--- config.mk ---
export PLATFORM = sky130hd
export DESIGN_NAME = rais_ctrl
export DESIGN_NICKNAME = d
export VERILOG_FILES = /design/src/rtl/rais_pkg.sv /design/src/rtl/rais_ctrl.sv
export SDC_FILE = /design/constraint.sdc
export NUM_CORES = 1
export LEC_CHECK = 0
export ABC_AREA = 1
export BUFFER_PORTS_ARGS = -buffer_cell sky130_fd_sc_hd__clkbuf_2
export CAP_MARGIN = 30
export CORE_MARGIN = 8
export CORE_UTILIZATION = 56
export CTS_BUF_LIST = sky130_fd_sc_hd__clkbuf_4
export DETAILED_ROUTE_END_ITERATION = 8
export PLACE_DENSITY = 0.83
export SETUP_SLACK_MARGIN = 0.15
export SLEW_MARGIN = 5
export SYNTH_ARGS = -nofsm -noshare
export SYNTH_HDL_FRONTEND = slang
export SYNTH_SLANG_ARGS = --single-unit
--- constraint.sdc ---
create_clock -name clk_in -period 2.8 [get_ports clk_in]
set_clock_uncertainty 0.05 [all_clocks]
set_input_delay 0.56 -clock clk_in [delete_from_list [all_inputs] [get_ports clk_in]]
set_output_delay 0.56 -clock clk_in [all_outputs]
set_load 0.02 [all_outputs]
--- src/rtl/rais_pkg.sv ---
// Package of the reset and interrupt structure: register map, source table,
// vectors and the carrier types. Assumes one core clock and word registers.
`default_nettype none
package rais_pkg;
   localparam int NSRC = 22;
   localparam int NLINE = 6;
   localparam int AW = 4;
   localparam int DW = 16;
   localparam int VW = 6;

   // Register word addresses
   localparam logic [AW-1:0] ADDR_PEND0 = 4'h0;
   localparam logic [AW-1:0] ADDR_PEND2 = 4'h1;
   localparam logic [AW-1:0] ADDR_EN0 = 4'h2;
   localparam logic [AW-1:0] ADDR_EN2 = 4'h3;
   localparam logic [AW-1:0] ADDR_LMASK = 4'h4;
   localparam logic [AW-1:0] ADDR_GFLAG = 4'h5;
   localparam logic [AW-1:0] ADDR_PVEC = 4'h6;
   localparam logic [AW-1:0] ADDR_STAT = 4'h7;
   localparam logic [AW-1:0] ADDR_IMASK = 4'h8;

   // Values after reset
   localparam logic [NLINE-1:0] LMASK_RST = 6'h00;
   localparam logic GFLAG_RST = 1'b1;
   localparam logic [7:0] PVEC_RST = 8'h00;

   // Status bit positions
   localparam int STAT_ACK = 0;
   localparam int STAT_SPUR = 1;
   localparam int NSTAT = 2;

   // Branch vectors
   localparam logic [VW-1:0] VEC_RESET = 6'h00;
   localparam logic [VW-1:0] VEC_TRAP = 6'h22;
   localparam logic [VW-1:0] VEC_NMI = 6'h24;
   localparam logic [VW-1:0] VEC_EMU = 6'h26;

   // Source indices of the four pin driven requests
   localparam int SRC_PFA = 0;
   localparam int SRC_PFB = 1;
   localparam int SRC_X1 = 3;
   localparam int SRC_X2 = 4;

   // Source table in priority order, index 0 highest
   localparam logic SRC_GRP [NSRC] = '{1'b0, 1'b1, 1'b0, 1'b0, 1'b0, 1'b0,
      1'b0, 1'b0, 1'b0, 1'b0, 1'b0, 1'b0, 1'b0, 1'b0, 1'b0, 1'b0, 1'b0,
      1'b1, 1'b1, 1'b1, 1'b1, 1'b1};
   localparam logic [3:0] SRC_BIT [NSRC] = '{4'h0, 4'h0, 4'h1, 4'h2, 4'h3,
      4'h4, 4'h5, 4'h6, 4'h7, 4'h8, 4'h9, 4'ha, 4'hb, 4'hc, 4'hd, 4'he,
      4'hf, 4'h1, 4'h2, 4'h3, 4'h4, 4'h5};
   localparam logic [7:0] SRC_CODE [NSRC] = '{8'h20, 8'h19, 8'h04, 8'h01,
      8'h11, 8'h05, 8'h06, 8'h07, 8'h40, 8'h41, 8'h21, 8'h22, 8'h23, 8'h27,
      8'h28, 8'h29, 8'h2a, 8'h24, 8'h25, 8'h26, 8'h2f, 8'h30};
   localparam logic [2:0] SRC_LINE [NSRC] = '{3'h0, 3'h0, 3'h0, 3'h0,
      3'h0, 3'h0, 3'h0, 3'h0, 3'h0, 3'h0, 3'h1, 3'h1, 3'h1, 3'h1, 3'h1,
      3'h1, 3'h1, 3'h1, 3'h1, 3'h1, 3'h1, 3'h1};

   typedef struct packed {
      logic soft_interrupt_instr;
      logic nmi;
      logic trap;
      logic emu;
      logic [VW-1:0] vec;
   } rais_sw_req_t;

   typedef struct packed {
      logic valid;
      logic gdis;
      logic [VW-1:0] vec;
   } rais_branch_t;
endpackage
`default_nettype wire

--- src/rtl/rais_ctrl.sv ---
// Reset and interrupt structure: reset requests, pin and peripheral
// requests, line grouping with unique codes, software branch requests.
// Assumes all inputs synchronous to clk_in and one-cycle strobes.
//
// Behaviour
// [RQ1] Reset bypasses arbitration and acts at once over everything; reg_rdata_out is cleared by rst_n_in only, not by the pin or watchdog.
// [RQ2] After reset all maskable requests stay disabled until software enables.
// [RQ3] Reset comes from the reset pin or the watchdog time-out only; the code also resets on rst_n_in.
// [RQ4] Four pins raise external requests: two general, two power faults.
// [RQ5] External requests pass their own enable and the core line mask.
// [RQ6] Peripheral requests pass a per-event enable and the core line mask.
// [RQ7] Soft interrupt branches to its operand vector and sets global disable.
// [RQ8] Non-maskable instruction branches to 24h and sets global disable.
// [RQ9] No hardware non-maskable input exists; software only.
// [RQ10] Trap branches to 22h and leaves global disable unchanged.
// [RQ11] Emulator trap is reachable by soft interrupt or trap.
// [RQ12] Peripheral requests are grouped onto six shared core lines; the source table uses lines 0 and 1 only.
// [RQ13] Every peripheral source presents its own unique vector code.
// [RQ14] Reset is top priority, non-maskable, vectors to 0000h.
// [RQ15] Each source owns a fixed pending bit position and a code.
// [RQ16] Line acknowledge loads top pending enabled code, clears its pending.
//
// The address-and-strobe port and the register offsets were left to the implementer.
`default_nettype none
module rais_ctrl (
   input wire logic clk_in,
   input wire logic rst_n_in,
   input wire logic reset_pin_n_in,
   input wire logic wdog_timeout_in,
   input wire logic ext_irq_one_in,
   input wire logic ext_irq_two_in,
   input wire logic power_fault_irq_a_in,
   input wire logic power_fault_irq_b_in,
   input wire logic [rais_pkg::NSRC-1:0] periph_req_in,
   input wire logic core_ack_in,
   input wire logic [2:0] core_ack_line_in,
   input wire rais_pkg::rais_sw_req_t sw_req_in,
   input wire logic [rais_pkg::AW-1:0] reg_addr_in,
   input wire logic [rais_pkg::DW-1:0] reg_wdata_in,
   input wire logic reg_wr_in,
   input wire logic reg_rd_in,
   output logic [rais_pkg::DW-1:0] reg_rdata_out,
   output logic core_reset_out,
   output logic [rais_pkg::NLINE-1:0] core_int_lines_out,
   output rais_pkg::rais_branch_t branch_out,
   output logic global_int_disable_flag_out,
   output logic [7:0] periph_vector_code_out,
   output logic irq_out
);
   localparam int N = rais_pkg::NSRC;

   function automatic logic [rais_pkg::DW-1:0] pack_grp(input logic g,
                                                       input logic [N-1:0] v);
      logic [rais_pkg::DW-1:0] w;
      w = '0;
      for (int i = 0; i < N; i++) begin
         if (rais_pkg::SRC_GRP[i] == g) begin
            w[rais_pkg::SRC_BIT[i]] = v[i];
         end
      end
      return w;
   endfunction

   function automatic logic [N-1:0] unpack_grp(input logic g,
                                               input logic [rais_pkg::DW-1:0] w);
      logic [N-1:0] u;
      u = '0;
      for (int i = 0; i < N; i++) begin
         u[i] = (rais_pkg::SRC_GRP[i] == g) && w[rais_pkg::SRC_BIT[i]];
      end
      return u;
   endfunction

   function automatic logic [N-1:0] on_line(input logic [2:0] l);
      logic [N-1:0] m;
      m = '0;
      for (int i = 0; i < N; i++) begin
         m[i] = (rais_pkg::SRC_LINE[i] == l);
      end
      return m;
   endfunction

   logic rst_req;
   logic [3:0] pin_prev;
   logic [N-1:0] pend;
   logic [N-1:0] en;
   logic [N-1:0] src_evt;
   logic [N-1:0] cand;
   logic [N-1:0] ack_clr;
   logic [N-1:0] wr_clr;
   logic [N-1:0] next_pend;
   logic [rais_pkg::NLINE-1:0] lmask;
   logic gflag;
   logic [rais_pkg::NSTAT-1:0] stat;
   logic [rais_pkg::NSTAT-1:0] imask;
   logic [rais_pkg::NSTAT-1:0] stat_set;
   logic [4:0] sel;
   logic sel_valid;
   logic wr_hit_pend0;
   logic wr_hit_pend2;

   // Plain sync reset, reset pin or watchdog; held state is forced each cycle
   assign rst_req = !rst_n_in || !reset_pin_n_in || wdog_timeout_in; // [RQ3]

   always_ff @(posedge clk_in) begin
      core_reset_out <= rst_req; // [RQ1] [RQ14]
   end

   // Pins are edge requests; a level held high raises one request only
   always_ff @(posedge clk_in) begin
      if (rst_req) begin
         pin_prev <= 4'h0;
      end else begin
         pin_prev <= {ext_irq_two_in, ext_irq_one_in,
                      power_fault_irq_b_in, power_fault_irq_a_in};
      end
   end

   always_comb begin
      src_evt = periph_req_in;
      src_evt[rais_pkg::SRC_PFA] = power_fault_irq_a_in && !pin_prev[0]; // [RQ4]
      src_evt[rais_pkg::SRC_PFB] = power_fault_irq_b_in && !pin_prev[1]; // [RQ4]
      src_evt[rais_pkg::SRC_X1] = ext_irq_one_in && !pin_prev[2]; // [RQ4]
      src_evt[rais_pkg::SRC_X2] = ext_irq_two_in && !pin_prev[3]; // [RQ4]
   end

   // Acknowledge picks the lowest index, which is the highest priority
   assign cand = pend & en & on_line(core_ack_line_in);

   always_comb begin
      sel = 5'h00;
      sel_valid = 1'b0;
      for (int i = N - 1; i >= 0; i--) begin
         if (cand[i]) begin
            sel = 5'(i); // [RQ16]
            sel_valid = 1'b1;
         end
      end
   end

   assign wr_hit_pend0 = reg_wr_in && (reg_addr_in == rais_pkg::ADDR_PEND0);
   assign wr_hit_pend2 = reg_wr_in && (reg_addr_in == rais_pkg::ADDR_PEND2);

   always_comb begin
      ack_clr = '0;
      if (core_ack_in && sel_valid) begin
         ack_clr[sel] = 1'b1; // [RQ16]
      end
      wr_clr = '0;
      if (wr_hit_pend0) begin
         wr_clr = unpack_grp(1'b0, reg_wdata_in);
      end else if (wr_hit_pend2) begin
         wr_clr = unpack_grp(1'b1, reg_wdata_in);
      end
   end

   // A request landing in its clear cycle survives
   assign next_pend = (pend & ~(ack_clr | wr_clr)) | src_evt;

   always_ff @(posedge clk_in) begin
      if (rst_req) begin
         pend <= '0;
      end else begin
         pend <= next_pend; // [RQ15]
      end
   end

   // Per-source enables, external ones included, all clear after reset
   always_ff @(posedge clk_in) begin
      if (rst_req) begin
         en <= '0; // [RQ2]
      end else if (reg_wr_in && reg_addr_in == rais_pkg::ADDR_EN0) begin
         en <= (en & ~unpack_grp(1'b0, 16'hffff)) | unpack_grp(1'b0, reg_wdata_in);
      end else if (reg_wr_in && reg_addr_in == rais_pkg::ADDR_EN2) begin
         en <= (en & ~unpack_grp(1'b1, 16'hffff)) | unpack_grp(1'b1, reg_wdata_in);
      end
   end

   always_ff @(posedge clk_in) begin
      if (rst_req) begin
         lmask <= rais_pkg::LMASK_RST; // [RQ2]
      end else if (reg_wr_in && reg_addr_in == rais_pkg::ADDR_LMASK) begin
         lmask <= reg_wdata_in[rais_pkg::NLINE-1:0];
      end
   end

   // Soft interrupt, non-maskable instruction or acknowledge sets the flag, a trap does not; setting wins over a software clear
   always_ff @(posedge clk_in) begin
      if (rst_req) begin
         gflag <= rais_pkg::GFLAG_RST; // [RQ2]
      end else if (sw_req_in.soft_interrupt_instr || sw_req_in.nmi || core_ack_in) begin
         gflag <= 1'b1; // [RQ7] [RQ8]
      end else if (reg_wr_in && reg_addr_in == rais_pkg::ADDR_GFLAG) begin
         gflag <= reg_wdata_in[0];
      end
   end

   assign global_int_disable_flag_out = gflag;

   // Each line is the OR of its group, gated by enable and line mask
   generate
      for (genvar l = 0; l < rais_pkg::NLINE; l++) begin : g_line
         always_ff @(posedge clk_in) begin
            if (rst_req) begin
               core_int_lines_out[l] <= 1'b0;
            end else begin
               core_int_lines_out[l] <= lmask[l] &&
                  |(pend & en & on_line(3'(l))); // [RQ5] [RQ6] [RQ12]
            end
         end
      end
   endgenerate

   // Software branches; there is no pin path to the non-maskable vector
   always_ff @(posedge clk_in) begin
      if (rst_req) begin
         branch_out <= '{valid: 1'b1, gdis: 1'b1, vec: rais_pkg::VEC_RESET}; // [RQ14]
      end else if (sw_req_in.soft_interrupt_instr) begin
         branch_out <= '{valid: 1'b1, gdis: 1'b1, vec: sw_req_in.vec}; // [RQ7] [RQ11]
      end else if (sw_req_in.nmi) begin
         branch_out <= '{valid: 1'b1, gdis: 1'b1, vec: rais_pkg::VEC_NMI}; // [RQ8] [RQ9]
      end else if (sw_req_in.trap) begin
         branch_out <= '{valid: 1'b1, gdis: 1'b0,
                         vec: sw_req_in.emu ? rais_pkg::VEC_EMU
                                            : rais_pkg::VEC_TRAP}; // [RQ10] [RQ11]
      end else begin
         branch_out <= '{valid: 1'b0, gdis: 1'b0, vec: rais_pkg::VEC_RESET};
      end
   end

   // Code of the chosen source; an empty acknowledge reads zero
   always_ff @(posedge clk_in) begin
      if (rst_req) begin
         periph_vector_code_out <= rais_pkg::PVEC_RST;
      end else if (core_ack_in) begin
         periph_vector_code_out <= sel_valid ? rais_pkg::SRC_CODE[sel]
                                             : rais_pkg::PVEC_RST; // [RQ13] [RQ16]
      end
   end

   assign stat_set[rais_pkg::STAT_ACK] = core_ack_in && sel_valid;
   assign stat_set[rais_pkg::STAT_SPUR] = core_ack_in && !sel_valid;

   always_ff @(posedge clk_in) begin
      if (rst_req) begin
         stat <= '0;
      end else if (reg_wr_in && reg_addr_in == rais_pkg::ADDR_STAT) begin
         stat <= (stat & ~reg_wdata_in[rais_pkg::NSTAT-1:0]) | stat_set;
      end else begin
         stat <= stat | stat_set;
      end
   end

   always_ff @(posedge clk_in) begin
      if (rst_req) begin
         imask <= '0;
      end else if (reg_wr_in && reg_addr_in == rais_pkg::ADDR_IMASK) begin
         imask <= reg_wdata_in[rais_pkg::NSTAT-1:0];
      end
   end

   always_ff @(posedge clk_in) begin
      if (rst_req) begin
         irq_out <= 1'b0;
      end else begin
         irq_out <= |(stat & imask);
      end
   end

   always_ff @(posedge clk_in) begin
      if (!rst_n_in || !reg_rd_in) begin
         reg_rdata_out <= '0;
      end else begin
         unique case (reg_addr_in)
            rais_pkg::ADDR_PEND0: reg_rdata_out <= pack_grp(1'b0, pend);
            rais_pkg::ADDR_PEND2: reg_rdata_out <= pack_grp(1'b1, pend);
            rais_pkg::ADDR_EN0: reg_rdata_out <= pack_grp(1'b0, en);
            rais_pkg::ADDR_EN2: reg_rdata_out <= pack_grp(1'b1, en);
            rais_pkg::ADDR_LMASK: reg_rdata_out <= {10'h000, lmask};
            rais_pkg::ADDR_GFLAG: reg_rdata_out <= {15'h0000, gflag};
            rais_pkg::ADDR_PVEC: reg_rdata_out <= {8'h00, periph_vector_code_out};
            rais_pkg::ADDR_STAT: reg_rdata_out <= {14'h0000, stat};
            rais_pkg::ADDR_IMASK: reg_rdata_out <= {14'h0000, imask};
            default: reg_rdata_out <= '0;
         endcase
      end
   end
endmodule // rais_ctrl
`default_nettype wire

# Yosys cells after proc, flatten, opt, wreduce, memory -nomap -nowiden

Memories as Yosys holds them, arrays and structs flattened.
Index checks and enable logic that the tools add are counted.
Widths: inputs -> output; s select.

Memories: 1
Bits of input ports: 66
Register bits after elaboration: 95
Bits in read-only memories: 256

Memories:

| memory          | depth | width | read ports | clocked after memory_dff | write ports | RTL line         | RTL |
|---|---|---|---|---|---|---|---|
| (no name shown) | 32    | 8     | 1          | 0                        | 0           | rais_ctrl.sv:236 | `periph_vector_code_out <= sel_valid ? rais_pkg::SRC_CODE[sel]` |

Reduce and logical (&&, ||, !) cells: 38
Bitwise gates (word level): 14
Muxes and demuxes: 60
$lt $le $gt $ge: 3
Eq/ne operators: 9

Operators with widths:

| cell               | number |
|---|---|
| $pmux 16 s9        | 1 |
| $mux 22            | 5 |
| $mux 5             | 22 |
| $and 22x22->22     | 3 |
| $or 22x22->22      | 2 |
| $mux 8             | 4 |
| $mux 1             | 23 |
| $not 22->22        | 1 |
| $or 17x22->22      | 1 |
| $or 22x17->22      | 1 |
| $logic_and 1x1->1  | 17 |
| $eq 4x3->1 const B | 4 |
| $mux 6             | 2 |
| $reduce_or 12->1   | 1 |
| $reduce_or 10->1   | 1 |
| $eq 4x2->1 const B | 2 |
| $logic_not 1->1    | 8 |
| $ge 6x6->1 const B | 1 |
| $lt 5x6->1 const B | 1 |
| $not 5->6          | 1 |
| $demux 1 s5        | 1 |
| $ge 5x1->1 const B | 1 |
| $logic_or 1x1->1   | 5 |
| $and 2x2->2        | 2 |
| 12 further kinds   | 14 |

# Depth between registers and ports, before layout

Gate-level depths: netlist (run 1).

Word-level depth: 33
Gate-level depth with buffers: 32
Gate-level depth less buffers: 32

# Worst setup path before layout (run 1)

OpenSTA, ideal clock, no wires.

Path kind: input -> register
From: input core_ack_line_in[1]
To: register periph_vector_code_out[4]
Path buffers: 0
Cell stages on the path: 21
Arrival: 2,392 ps
Slack: 227 ps
Cells stage by stage: nor2_4 -> nand2_4 -> nor2_2 -> inv_1 -> nand2_1 -> nand2_1 -> nand2_1 -> nand2_1 -> nand2_1 -> nand2_1 -> nand2_1 -> nand2_1 -> nand2_1 -> clkinv_1 -> ha_1 -> inv_1 -> nor2_8 -> inv_2 -> nor2_4 -> a221oi_2 -> a21oi_2

Longest elaborated chain between the ends: 29

RTL lines:

| what                                       | RTL line         | RTL |
|---|---|---|
| start, declared                            | rais_ctrl.sv:36  | `input wire logic [2:0] core_ack_line_in,` |
| $eq 1x3->1                                 | rais_ctrl.sv:78  | `m[i] = (rais_pkg::SRC_LINE[i] == l);` |
| $and 22x22->22 *                           | rais_ctrl.sv:128 | `assign cand = pend & en & on_line(core_ack_line_in);` |
| $mux 5 (22 in series)                      | rais_ctrl.sv:134 | `if (cand[i]) begin` |
| $not 5->6 (not written as such)            | rais_ctrl.sv:236 |  |
| $mem_v2 32x8                               | -                |  |
| $mux 8 (not written as such) (2 in series) | rais_ctrl.sv:236 |  |
| $mux 8 *                                   | rais_ctrl.sv:236 |  |
| end signal, assigned                       | rais_ctrl.sv:234 | `periph_vector_code_out <= rais_pkg::PVEC_RST;` |
| end signal, assigned                       | rais_ctrl.sv:236 |  |
| end, declared                              | rais_ctrl.sv:47  | `output logic [7:0] periph_vector_code_out,` |

Every way passes the cells marked *; elsewhere a longest branch is shown, timed or not. The select of a mux whose other input is x is not followed.
A chain may end at the register's enable or synchronous reset.

# Final worst setup path (run 1)

From: register pend[20]
To: register pend[4]

Longest elaborated chain between the ends: 32

RTL lines:

| what                                                                  | RTL line         | RTL |
|---|---|---|
| start, declared                                                       | rais_ctrl.sv:85  | `logic [N-1:0] pend;` |
| start signal, assigned                                                | rais_ctrl.sv:164 | `pend <= next_pend;` |
| $and 22x22->22 *                                                      | -                |  |
| $and 22x22->22 *                                                      | rais_ctrl.sv:128 |  |
| $mux 5 (21 in series)                                                 | rais_ctrl.sv:134 |  |
| $lt 5x6->1 (not written as such) / $ge 5x1->1 (equally long branches) | rais_ctrl.sv:147 | `ack_clr[sel] = 1'b1;` |
| $logic_and 1x1->1 (not written as such)                               | rais_ctrl.sv:147 |  |
| $mux 1 (not written as such)                                          | rais_ctrl.sv:147 |  |
| $demux 1 s5                                                           | rais_ctrl.sv:147 |  |
| $mux 22 *                                                             | rais_ctrl.sv:146 | `if (core_ack_in && sel_valid) begin` |
| $or 22x22->22 *                                                       | rais_ctrl.sv:158 | `assign next_pend = (pend & ~(ack_clr \| wr_clr)) \| src_evt;` |
| $not 22->22 *                                                         | rais_ctrl.sv:158 |  |
| $and 22x22->22 *                                                      | rais_ctrl.sv:158 |  |
| $or 22x22->22 *                                                       | rais_ctrl.sv:158 |  |

Every way passes the cells marked *; elsewhere a longest branch is shown, timed or not.

==> flow_summary.toml, run 1 <==
[clocking]
clkSlewWorstSetupHoldPaths_ps = 160
clkSinkCount = 94
clkLatencyLatePin_ps = 450
ctsRootBufferMaster = "clkbuf_4"
cts_tree = "done"
cts_max_level = 3
cts_buffer_depth = 2
cts_made_buffers = 9

[timing]
layout_min_cycle_time_ps = 2660
fmax_mhz = 376
fin_ws_ps = 143
hold_viol_final = 0
rsz0062_at_grt = "true"
slew_violations = 0
tightestPinTransition_ps = 814
slew_headroom_pct = 45.6
setup_violations = 0
fin_crit_sh_pct = 94.9

[synth]
syn_area_per_cell_um2 = 7.06
synth_compound_area_share_pct = 20.9
yosys.area_share.simple_pct = 25.3
ys_async_sr_fraction_pct = 0
synth_edf_count = 0
yosysSeqAreaShare_pct = 41.4
netlist_area_mm2 = 0.00454
muxShareOfSynthArea_pct = 0
ys_ff_latch = 94
synth_cell_type_count = 41
synth_fa_ha_area_share_pct = 1.65
synth_flop_cell = "dfxtp_1"
synthXorXnorAreaFrac_pct = 0
synth_warnings = 0
synth_top_family_by_area = "simple AND/OR/NAND/NOR gates"
syn-instance-count = 643

[route]
ant_nets = 0
drt-total-wl_um = 14700
drc = 0
wl_per_cell_um = 16.9
drtPass1Iterations = 5
drt_iter0_drc = 430
dr_total_vias = 4894
via_per_inst = 5.63

[worst_setup_path]
rr_endpoint = "pend[4]"
crit_path_top_delay_cell = "dfxtp_2"
cp-end-kind = "register"
critPathMaxStageDelay_ps = 380
timing_worst_setup_path_type = "register to register"
worstPathArrival_ps = 2940
start_kind = "register"
crit_fanout = 3
critPathLaunch = "pend[20]"
crit_buf_inv = 2
cp_common_cell = "nand2_1"
required_ps = 3080
r2r_slack_ps = 140
path_delay_family = "simple AND/OR/NAND/NOR gates"
r2r_start = "pend[20]"
reg2reg_depth = 28

[floorplanning]
fp.dieW_um = 106
fp.coreArea_mm2 = 0.00805
dieArea_mm2 = 0.0112
die_h_um = 106
placementRows = 33
start_util_pct = 56.4
ios = 107

[grt]
gr-total-overflow = 0
antenna_found_initial = 0
grt_pass1_vias = 4636
grt_max_degree = 46
grt_pass1_wl_um = 22600
grt_usage_pct = 25.0

[placement]
hpwlAfterDp_um = 11000
io_buffers = 97
place_ws_ps = -45.6
finalWeightedCongestion = 0.937
dpl_cell_area_mm2 = 0.00522

[power]
p_per_area_mw_per_mm2 = 416
ir_drop_mv = 0.367
power_w = 0.00232
p_leak_nw = 2.49

[layout]
num_antenna_cells = 0
fin_area_mm2 = 0.00558
drive_gt1_share_pct = 26.8
fin_nets = 832
area_growth_pct = 22.9

[min_path]
whs_path_depth = 3
hold_start = "sw_req_in[0]"
min_to = "branch_out[0]"
holdCritPathClass = "input port to register"

[run]
max-cap-violations = 0

[outcome]
status = "finished, final reports clean"
## cell families after synthesis
kind of cell	Yosys count
compound gates	159
fa+ha+maj	6
buf+inv	122
flops	94
other cells	1
simple gates	261
## metrics by stage
| step | TNS (ps) | utilization [%] | cells | hold slack, ps |
|---|---|---|---|---|
| after CTS | 0 | 67.1 | 864 | 224 |
| after global placement | 0 | 64.8 | 847 | 363 |
| final | 0 | 69.3 | 870 | 231 |
| after global routing | -271 | 69.3 | 870 | 219 |
| after detailed placement | -59.3 | 64.8 | 847 | 372 |
| after floorplan | 0 | - | 647 | 358 |
## timing repair
item	4_1_cts	5_1_grt
pin swaps	4	22
resized for setup	8	37
endpoints found under the setup margin	11	27
setup buffers	1	6
endpoints found under the hold margin	0	0
hold buffers	0	0
## layout make-up
cell class	instances	area [µm²]
clock buffer	10	75.1
clock inverter	6	68.8
fill	739	2470
inverter	100	388
multi-input combinational	431	2310
sequential	94	1890
tap	105	131
timing repair buffer	124	716
## worst max path at each step
stage	slack, ps	cells past startpoint	to
floorplan	230	21	periph_vector_code_out[4]
global placement	10	24	pend[1]
detailed placement	-50	24	pend[1]
CTS	160	30	periph_vector_code_out[1]
global route	-90	32	pend[1]
finish	140	28	pend[4]
## state kept, by name, indices dropped and copies added, names as in the netlist
name	cells
en	22
pend	22
reg_rdata_out	16
branch_out	8
periph_vector_code_out	7
lmask	6
pin_prev	4
core_int_lines_out	2
imask	2
stat	2
core_reset_out	1
global_int_disable_flag_out	1
irq_out	1
## metal layers
layer | global-route usage, % | vias to the layer above | wire [µm]
met2 | 38.6 | 313 | 6630
met5 | 0 | - | 0
li1 | - | 2318 | -
met1 | 32.3 | 2215 | 5950
met4 | 10.5 | 0 | 432
met3 | 6.84 | 48 | 1640
## Yosys cell counts (2+ instances only)
master / n / share of area [%]
a211oi_1: 6 / 0.99
a21oi_1: 79 / 8.7
a221oi_1: 4 / 0.77
a221oi_2: 2 / 0.66
a22oi_1: 2 / 0.33
a31oi_1: 3 / 0.41
a41oi_1: 2 / 0.39
buf_4: 5 / 0.83
clkbuf_1: 16 / 1.3
clkinv_1: 3 / 0.25
dfxtp_1: 94 / 41
ha_1: 6 / 1.7
inv_1: 85 / 7.0
inv_2: 11 / 0.91
nand2_1: 159 / 13
nand2_2: 3 / 0.41
nand3_1: 28 / 3.1
nand4_1: 5 / 0.69
nor2_1: 45 / 3.7
nor2_2: 7 / 0.96
nor2_4: 3 / 0.74
nor2_8: 2 / 0.88
nor3_1: 4 / 0.44
nor3_2: 2 / 0.44
o211ai_1: 16 / 2.6
o21a_1: 2 / 0.33
o21ai_0: 25 / 2.8
o21ai_1: 2 / 0.22
o22ai_1: 9 / 1.2
o31ai_1: 2 / 0.33
## placed cells by master, fill, tap and decap left out, drive strengths merged, types with 2 or more instances in the layout
| master | synthesis | final |
|---|---|---|
| nand2 | 163 | 163 |
| clkbuf | 16 | 107 |
| inv | 97 | 100 |
| dfxtp | 94 | 94 |
| a21oi | 81 | 81 |
| nor2 | 57 | 57 |
| nand3 | 28 | 28 |
| o21ai | 28 | 28 |
| buf | 6 | 27 |
| o211ai | 16 | 16 |
| o22ai | 9 | 9 |
| nor3 | 7 | 7 |
| a211oi | 6 | 6 |
| a221oi | 6 | 6 |
| ha | 6 | 6 |
| nand4 | 5 | 5 |
| conb | 1 | 5 |
| clkinv | 3 | 4 |
| a31oi | 3 | 3 |
| o31ai | 2 | 2 |
| a41oi | 2 | 2 |
| o21a | 2 | 2 |
| a22oi | 2 | 2 |
## where the power goes
group          total, W  switching, W  internal (W)
Clock          0.000764      0.000475      0.000289
Combinational  0.000188      0.000123     0.0000649
Sequential      0.00137     0.0000139       0.00135
Total           0.00232      0.000612       0.00171
## worst min-delay path: stages
cell	delay, ps
clkbuf_2	80
inv_1	40
nor2_1	30
Power figures use the tool's default switching activity.
==> run 2, diff against run 1 <==
clock period = 2.9 ns   (was 2.8 ns; I/O delays follow)
==> run 2 against run 1 <==
Against the previous run: worst hold slack worse by 3.4 ps; largest cell class unchanged; combinational power is 7% lower; sequential power is 4% lower; die area stayed put; via count is 1.7% lower; register-to-register slack better by 90 ps; final area is 2.6% lower; global-route usage is 0.42 points lower; total power is 7.5% lower; wire length is 3.1% lower.
==> flow_summary.toml, run 2 (same netlist as run 1, synthesis figures left out) <==
[power]
p_per_area_mw_per_mm2 = 395
p_leak_nw = 2.43
ir_drop_mv = 0.249

[worst_setup_path]
path_delay_family = "simple AND/OR/NAND/NOR gates"
cp-end-kind = "register"
rr_endpoint = "pend[4]"
timing_worst_setup_path_type = "register to register"
worstPathArrival_ps = 2950
critPathMaxStageDelay_ps = 400
crit_fanout = 4
r2r_slack_ps = 240
crit_buf_inv = 3
reg2reg_depth = 29
required_ps = 3190
cp_common_cell = "nand2_1"
crit_path_top_delay_cell = "dfxtp_4"
start_kind = "register"
r2r_start = "pend[20]"

[clocking]
cts_buffer_depth = 2
cts_made_buffers = 9
ctsHoldBuffers = 0
clkLatencyLatePin_ps = 470
ctsRootBufferMaster = "clkbuf_4"
cts_max_level = 3
clkSinkCount = 94
cts_tree = "done"
clkSlewWorstSetupHoldPaths_ps = 160

[layout]
area_growth_pct = 19.6
num_antenna_cells = 0
layout_common_cells = "nand2_1 (154), clkbuf_2 (97), dfxtp_1 (88)"
reg_top3 = "en x22, pend x22, reg_rdata_out x16"
fin_nets = 827
mostFrequentLayoutCell = "nand2_1"
drive_gt1_share_pct = 25.0

[grt]
antenna_found_initial = 0
grt_pass1_wl_um = 22300
grt_max_degree = 47
grt_usage_pct = 24.6
grt_pass1_vias = 4552
gr-total-overflow = 0

[route]
drt_iter0_drc = 456
ant_nets = 0
drc = 0
dr_total_vias = 4811
drt-total-wl_um = 14200
wl_per_cell_um = 16.4
drtPass1Iterations = 6
via_per_inst = 5.56

[timing]
slew_headroom_pct = 50.1
fmax_mhz = 375
fin_ws_ps = 235
fin_crit_sh_pct = 91.9
rsz0062_at_grt = "true"
setup_violations = 0
tightestPinTransition_ps = 747
hold_viol_final = 0
slew_violations = 0
setup_tns_ps = 0
layout_min_cycle_time_ps = 2660

[min_path]
min_to = "branch_out[3]"
whs_path_depth = 3
holdCritPathClass = "input port to register"
hold_start = "sw_req_in[3]"

[placement]
io_buffers = 97
hpwlAfterDp_um = 10900
place_ws_ps = 53.0
finalWeightedCongestion = 0.956

[floorplanning]
fp.coreArea_mm2 = 0.00805
die_h_um = 106
fp.dieW_um = 106
ios = 107
dieArea_mm2 = 0.0112
placementRows = 33
start_util_pct = 56.4

[outcome]
status = "finished, final reports clean"

[run]
max-cap-violations = 0
==> run 2: where the power goes <==
part | leakage [nW] | internal (W) | switching [W] | total [W]
Sequential | 0.763 | 0.00131 | 0.0000129 | 0.00132
Combinational | 1.60 | 0.0000594 | 0.000114 | 0.000174
Clock | 0.0652 | 0.000179 | 0.000474 | 0.000653
==> run 2: layer usage <==
| metal | global-route usage [%] | vias up | part of all wire (%) |
|---|---|---|---|
| li1 | - | 2314 | - |
| met1 | 31.6 | 2163 | 40 |
| met2 | 39.5 | 298 | 46 |
| met3 | 5.20 | 36 | 12 |
| met4 | 9.85 | 0 | 2.5 |
| met5 | 0 | - | 0 |
==> run 2: how the worst max path moves through the flow <==
stage / start / to / slack (ps) / cells past startpoint
floorplan: core_ack_line_in[1] / periph_vector_code_out[4] / 310 / 21
global placement: core_ack_line_in[1] / pend[1] / 110 / 24
detailed placement: core_ack_line_in[1] / pend[1] / 50 / 24
CTS: pend[20] / pend[4] / 150 / 29
global route: pend[20] / pend[4] / 20 / 29
finish: pend[20] / pend[4] / 240 / 29
==> run 2: area by class of cell <==
| type | count | area [µm²] |
|---|---|---|
| Clock buffer | 9 | 67.6 |
| Clock inverter | 7 | 50.0 |
| Fill cell | 701 | 2620 |
| Inverter | 100 | 388 |
| Multi-Input combinational cell | 431 | 2250 |
| Sequential cell | 94 | 1890 |
| Tap cell | 105 | 131 |
| Timing Repair Buffer | 119 | 654 |
==> run 2: worst reg2reg max path: cells and delay by family (launching register included) <==
kind,cells,cell delay [ps]
and+or+nand+nor,23,1340
DFF,1,400
AOI/OAI and AO/OA,2,360
buffers and inverters,3,240
adders and majority gates,1,150
==> run 2: through the flow <==
stage	cell area, µm²	util (%)	instances	hold slack (ps)	total power [W]
after CTS	5300	65.8	858	239	0.00214
after floorplan	4560	-	647	358	0.00143
after global placement	5170	64.3	841	364	0.00151
after global routing	5430	67.5	865	245	0.00221
final	5430	67.5	865	227	0.00215
after detailed placement	5170	64.3	841	366	0.00152
==> run 2: repair_timing <==
action | in CTS | in global routing
resized for setup | 2 | 28
setup buffers | 1 | 7
pin swaps | 2 | 8
setup endpoints to repair | 2 | 28
==> run 3, diff against run 2 <==
MAX_ROUTING_LAYER = met4   (was unset)
SLEW_MARGIN = unset   (was 5)
==> run 3 against run 2 <==
Against the previous run: critical endpoint unchanged; via count about the same; sequential share of layout area down 0.97 points; final area up 2.6%.
==> flow_summary.toml, run 3 (same netlist as run 1, synthesis figures left out) <==
[min_path]
holdCritPathClass = "input port to register"
whs_path_depth = 3
hold_start = "sw_req_in[4]"

[layout]
fin_area_mm2 = 0.00557
layout_common_cells = "nand2_1 (151), clkbuf_2 (97), dfxtp_1 (90)"
fin_nets = 833
drive_gt1_share_pct = 27.4
mostFrequentLayoutCell = "nand2_1"
area_growth_pct = 22.7
reg_top3 = "en x22, pend x22, reg_rdata_out x16"
regArea_mm2 = 0.00189
n_fill_cell = 704
multi_input_area_mm2 = 0.00231
utilization_pct = 69.2
num_antenna_cells = 0

[power]
p_seq_share_pct = 58.7
p_leak_nw = 2.48
p_switching_w = 0.000599
clkPwrFrac_pct = 33.4
p_per_area_mw_per_mm2 = 404
ir_drop_mv = 0.253
p_sw_share_pct = 26.6
pwr-share-comb_pct = 7.9
power_w = 0.00225
p_int_w = 0.00165

[route]
drtPass1Iterations = 5
drc = 0
drt_iter0_drc = 503
wl_per_cell_um = 16.6
ant_nets = 0
via_per_inst = 5.53
dr_total_vias = 4815
drt-total-wl_um = 14500

[placement]
dpl_cell_area_mm2 = 0.00519
hpwlAfterDp_um = 10700
io_buffers = 97
finalWeightedCongestion = 0.980

[floorplanning]
dieArea_mm2 = 0.0112
fp.dieW_um = 106
ios = 107
placementRows = 33
die_h_um = 106
fp.coreArea_mm2 = 0.00805
start_util_pct = 56.4

[worst_setup_path]
cp-end-kind = "register"
timing_worst_setup_path_type = "register to register"
worstPathArrival_ps = 2980
reg2reg_depth = 27
start_kind = "register"
critPathLaunch = "pend[18]"
crit_fanout = 4
r2r_start = "pend[18]"
required_ps = 3180

[timing]
fin_crit_sh_pct = 93.2
whs_ps = 229
setup_violations = 0
tightestPinTransition_ps = 784
fmax_mhz = 370
slew_violations = 0
slew_headroom_pct = 47.6
rsz0062_at_grt = "true"
hold_viol_final = 0
layout_min_cycle_time_ps = 2700

[clocking]
cts_tree = "done"
cts_max_level = 3
clkLatencyLatePin_ps = 470
ctsRootBufferMaster = "clkbuf_4"
clkSlewWorstSetupHoldPaths_ps = 160
cts_buffer_depth = 2
ctsHoldBuffers = 0
cts_made_buffers = 9
clkSinkCount = 94

[grt]
grtUsageMet2_pct = 37.2
grt_busiest_layer = "met2"
antenna_found_initial = 0
gr-total-overflow = 0
met1_usage_pct = 32.6
grt_pass1_wl_um = 22100
use_met3_pct = 6.23
grt_pass1_vias = 4487
grt_usage_pct = 25.3
grt_max_degree = 47

[outcome]
status = "finished, final reports clean"

[run]
max-cap-violations = 0
## run 3: layout make-up
cell class	count	share of cell area, %
flip-flops and latches	94	33.9
inverters	100	6.92
clock buffers	10	1.35
well taps	105	2.36
multi-input cells	431	41.5
repair buffers	125	12.8
clock inverters	6	1.23
## run 3: power groups by stage
stage / logic [W] / registers (W) / clock network [W]
global route: 0.000193 / 0.00132 / 0.000802
CTS: 0.000171 / 0.00132 / 0.000752
global placement: 0.000168 / 0.00135 / 0
detailed placement: 0.000170 / 0.00135 / 0
finish: 0.000178 / 0.00132 / 0.000751
floorplan: 0.0000852 / 0.00135 / 0
## run 3: per-layer routing
metal,vias to the layer above,part of all wire [%]
met5,-,0
met4,0,2.8
met3,43,11
met2,270,45
met1,2170,41
li1,2332,-
## run 3: what timing repair did
item	CTS	global route
buffers inserted	2	10
gates resized for setup	1	46
pin swaps	2	20
hold endpoints to repair	0	0
setup endpoints to repair	1	28
## run 3: stage by stage
| stage | setup TNS [ps] | setup WS (ps) | std cells |
|---|---|---|---|
| after floorplan | 0 | 307 | 647 |
| after global placement | 0 | 83.9 | 843 |
| final | 0 | 197 | 871 |
| after global routing | -177 | -54.4 | 871 |
| after detailed placement | 0 | 36.9 | 843 |
| after CTS | 0 | 174 | 861 |
## run 3: path summary, 6_finish.rpt
| path | to | slack [ps] |
|---|---|---|
| max | pend[4] | 200 |
| min reg2reg | pend[0] | 390 |
| min | branch_out[4] | 230 |
| max reg2reg | pend[4] | 200 |
## run 3: worst max-delay path: stages, from the launching register on
cell      delay, ps
dfxtp_1         440
nand2_1         120
nand2_1          80
nand2_1          50
nand2_1          50
nand2_1          50
nand2_1          50
nand2_1          50
nand2_1          50
nand2_1          40
nand2_1          60
nand2_1          50
nand2_1          50
nand2_1          40
nand2_1          50
nand2_1          40
nand2_1          60
nand2_1          50
nand2_1          60
nand2_2          80
nand2_2         100
buf_6           130
ha_4            150
inv_4            40
nor2_4          150
inv_2            70
o211ai_1        250
o22ai_1         100
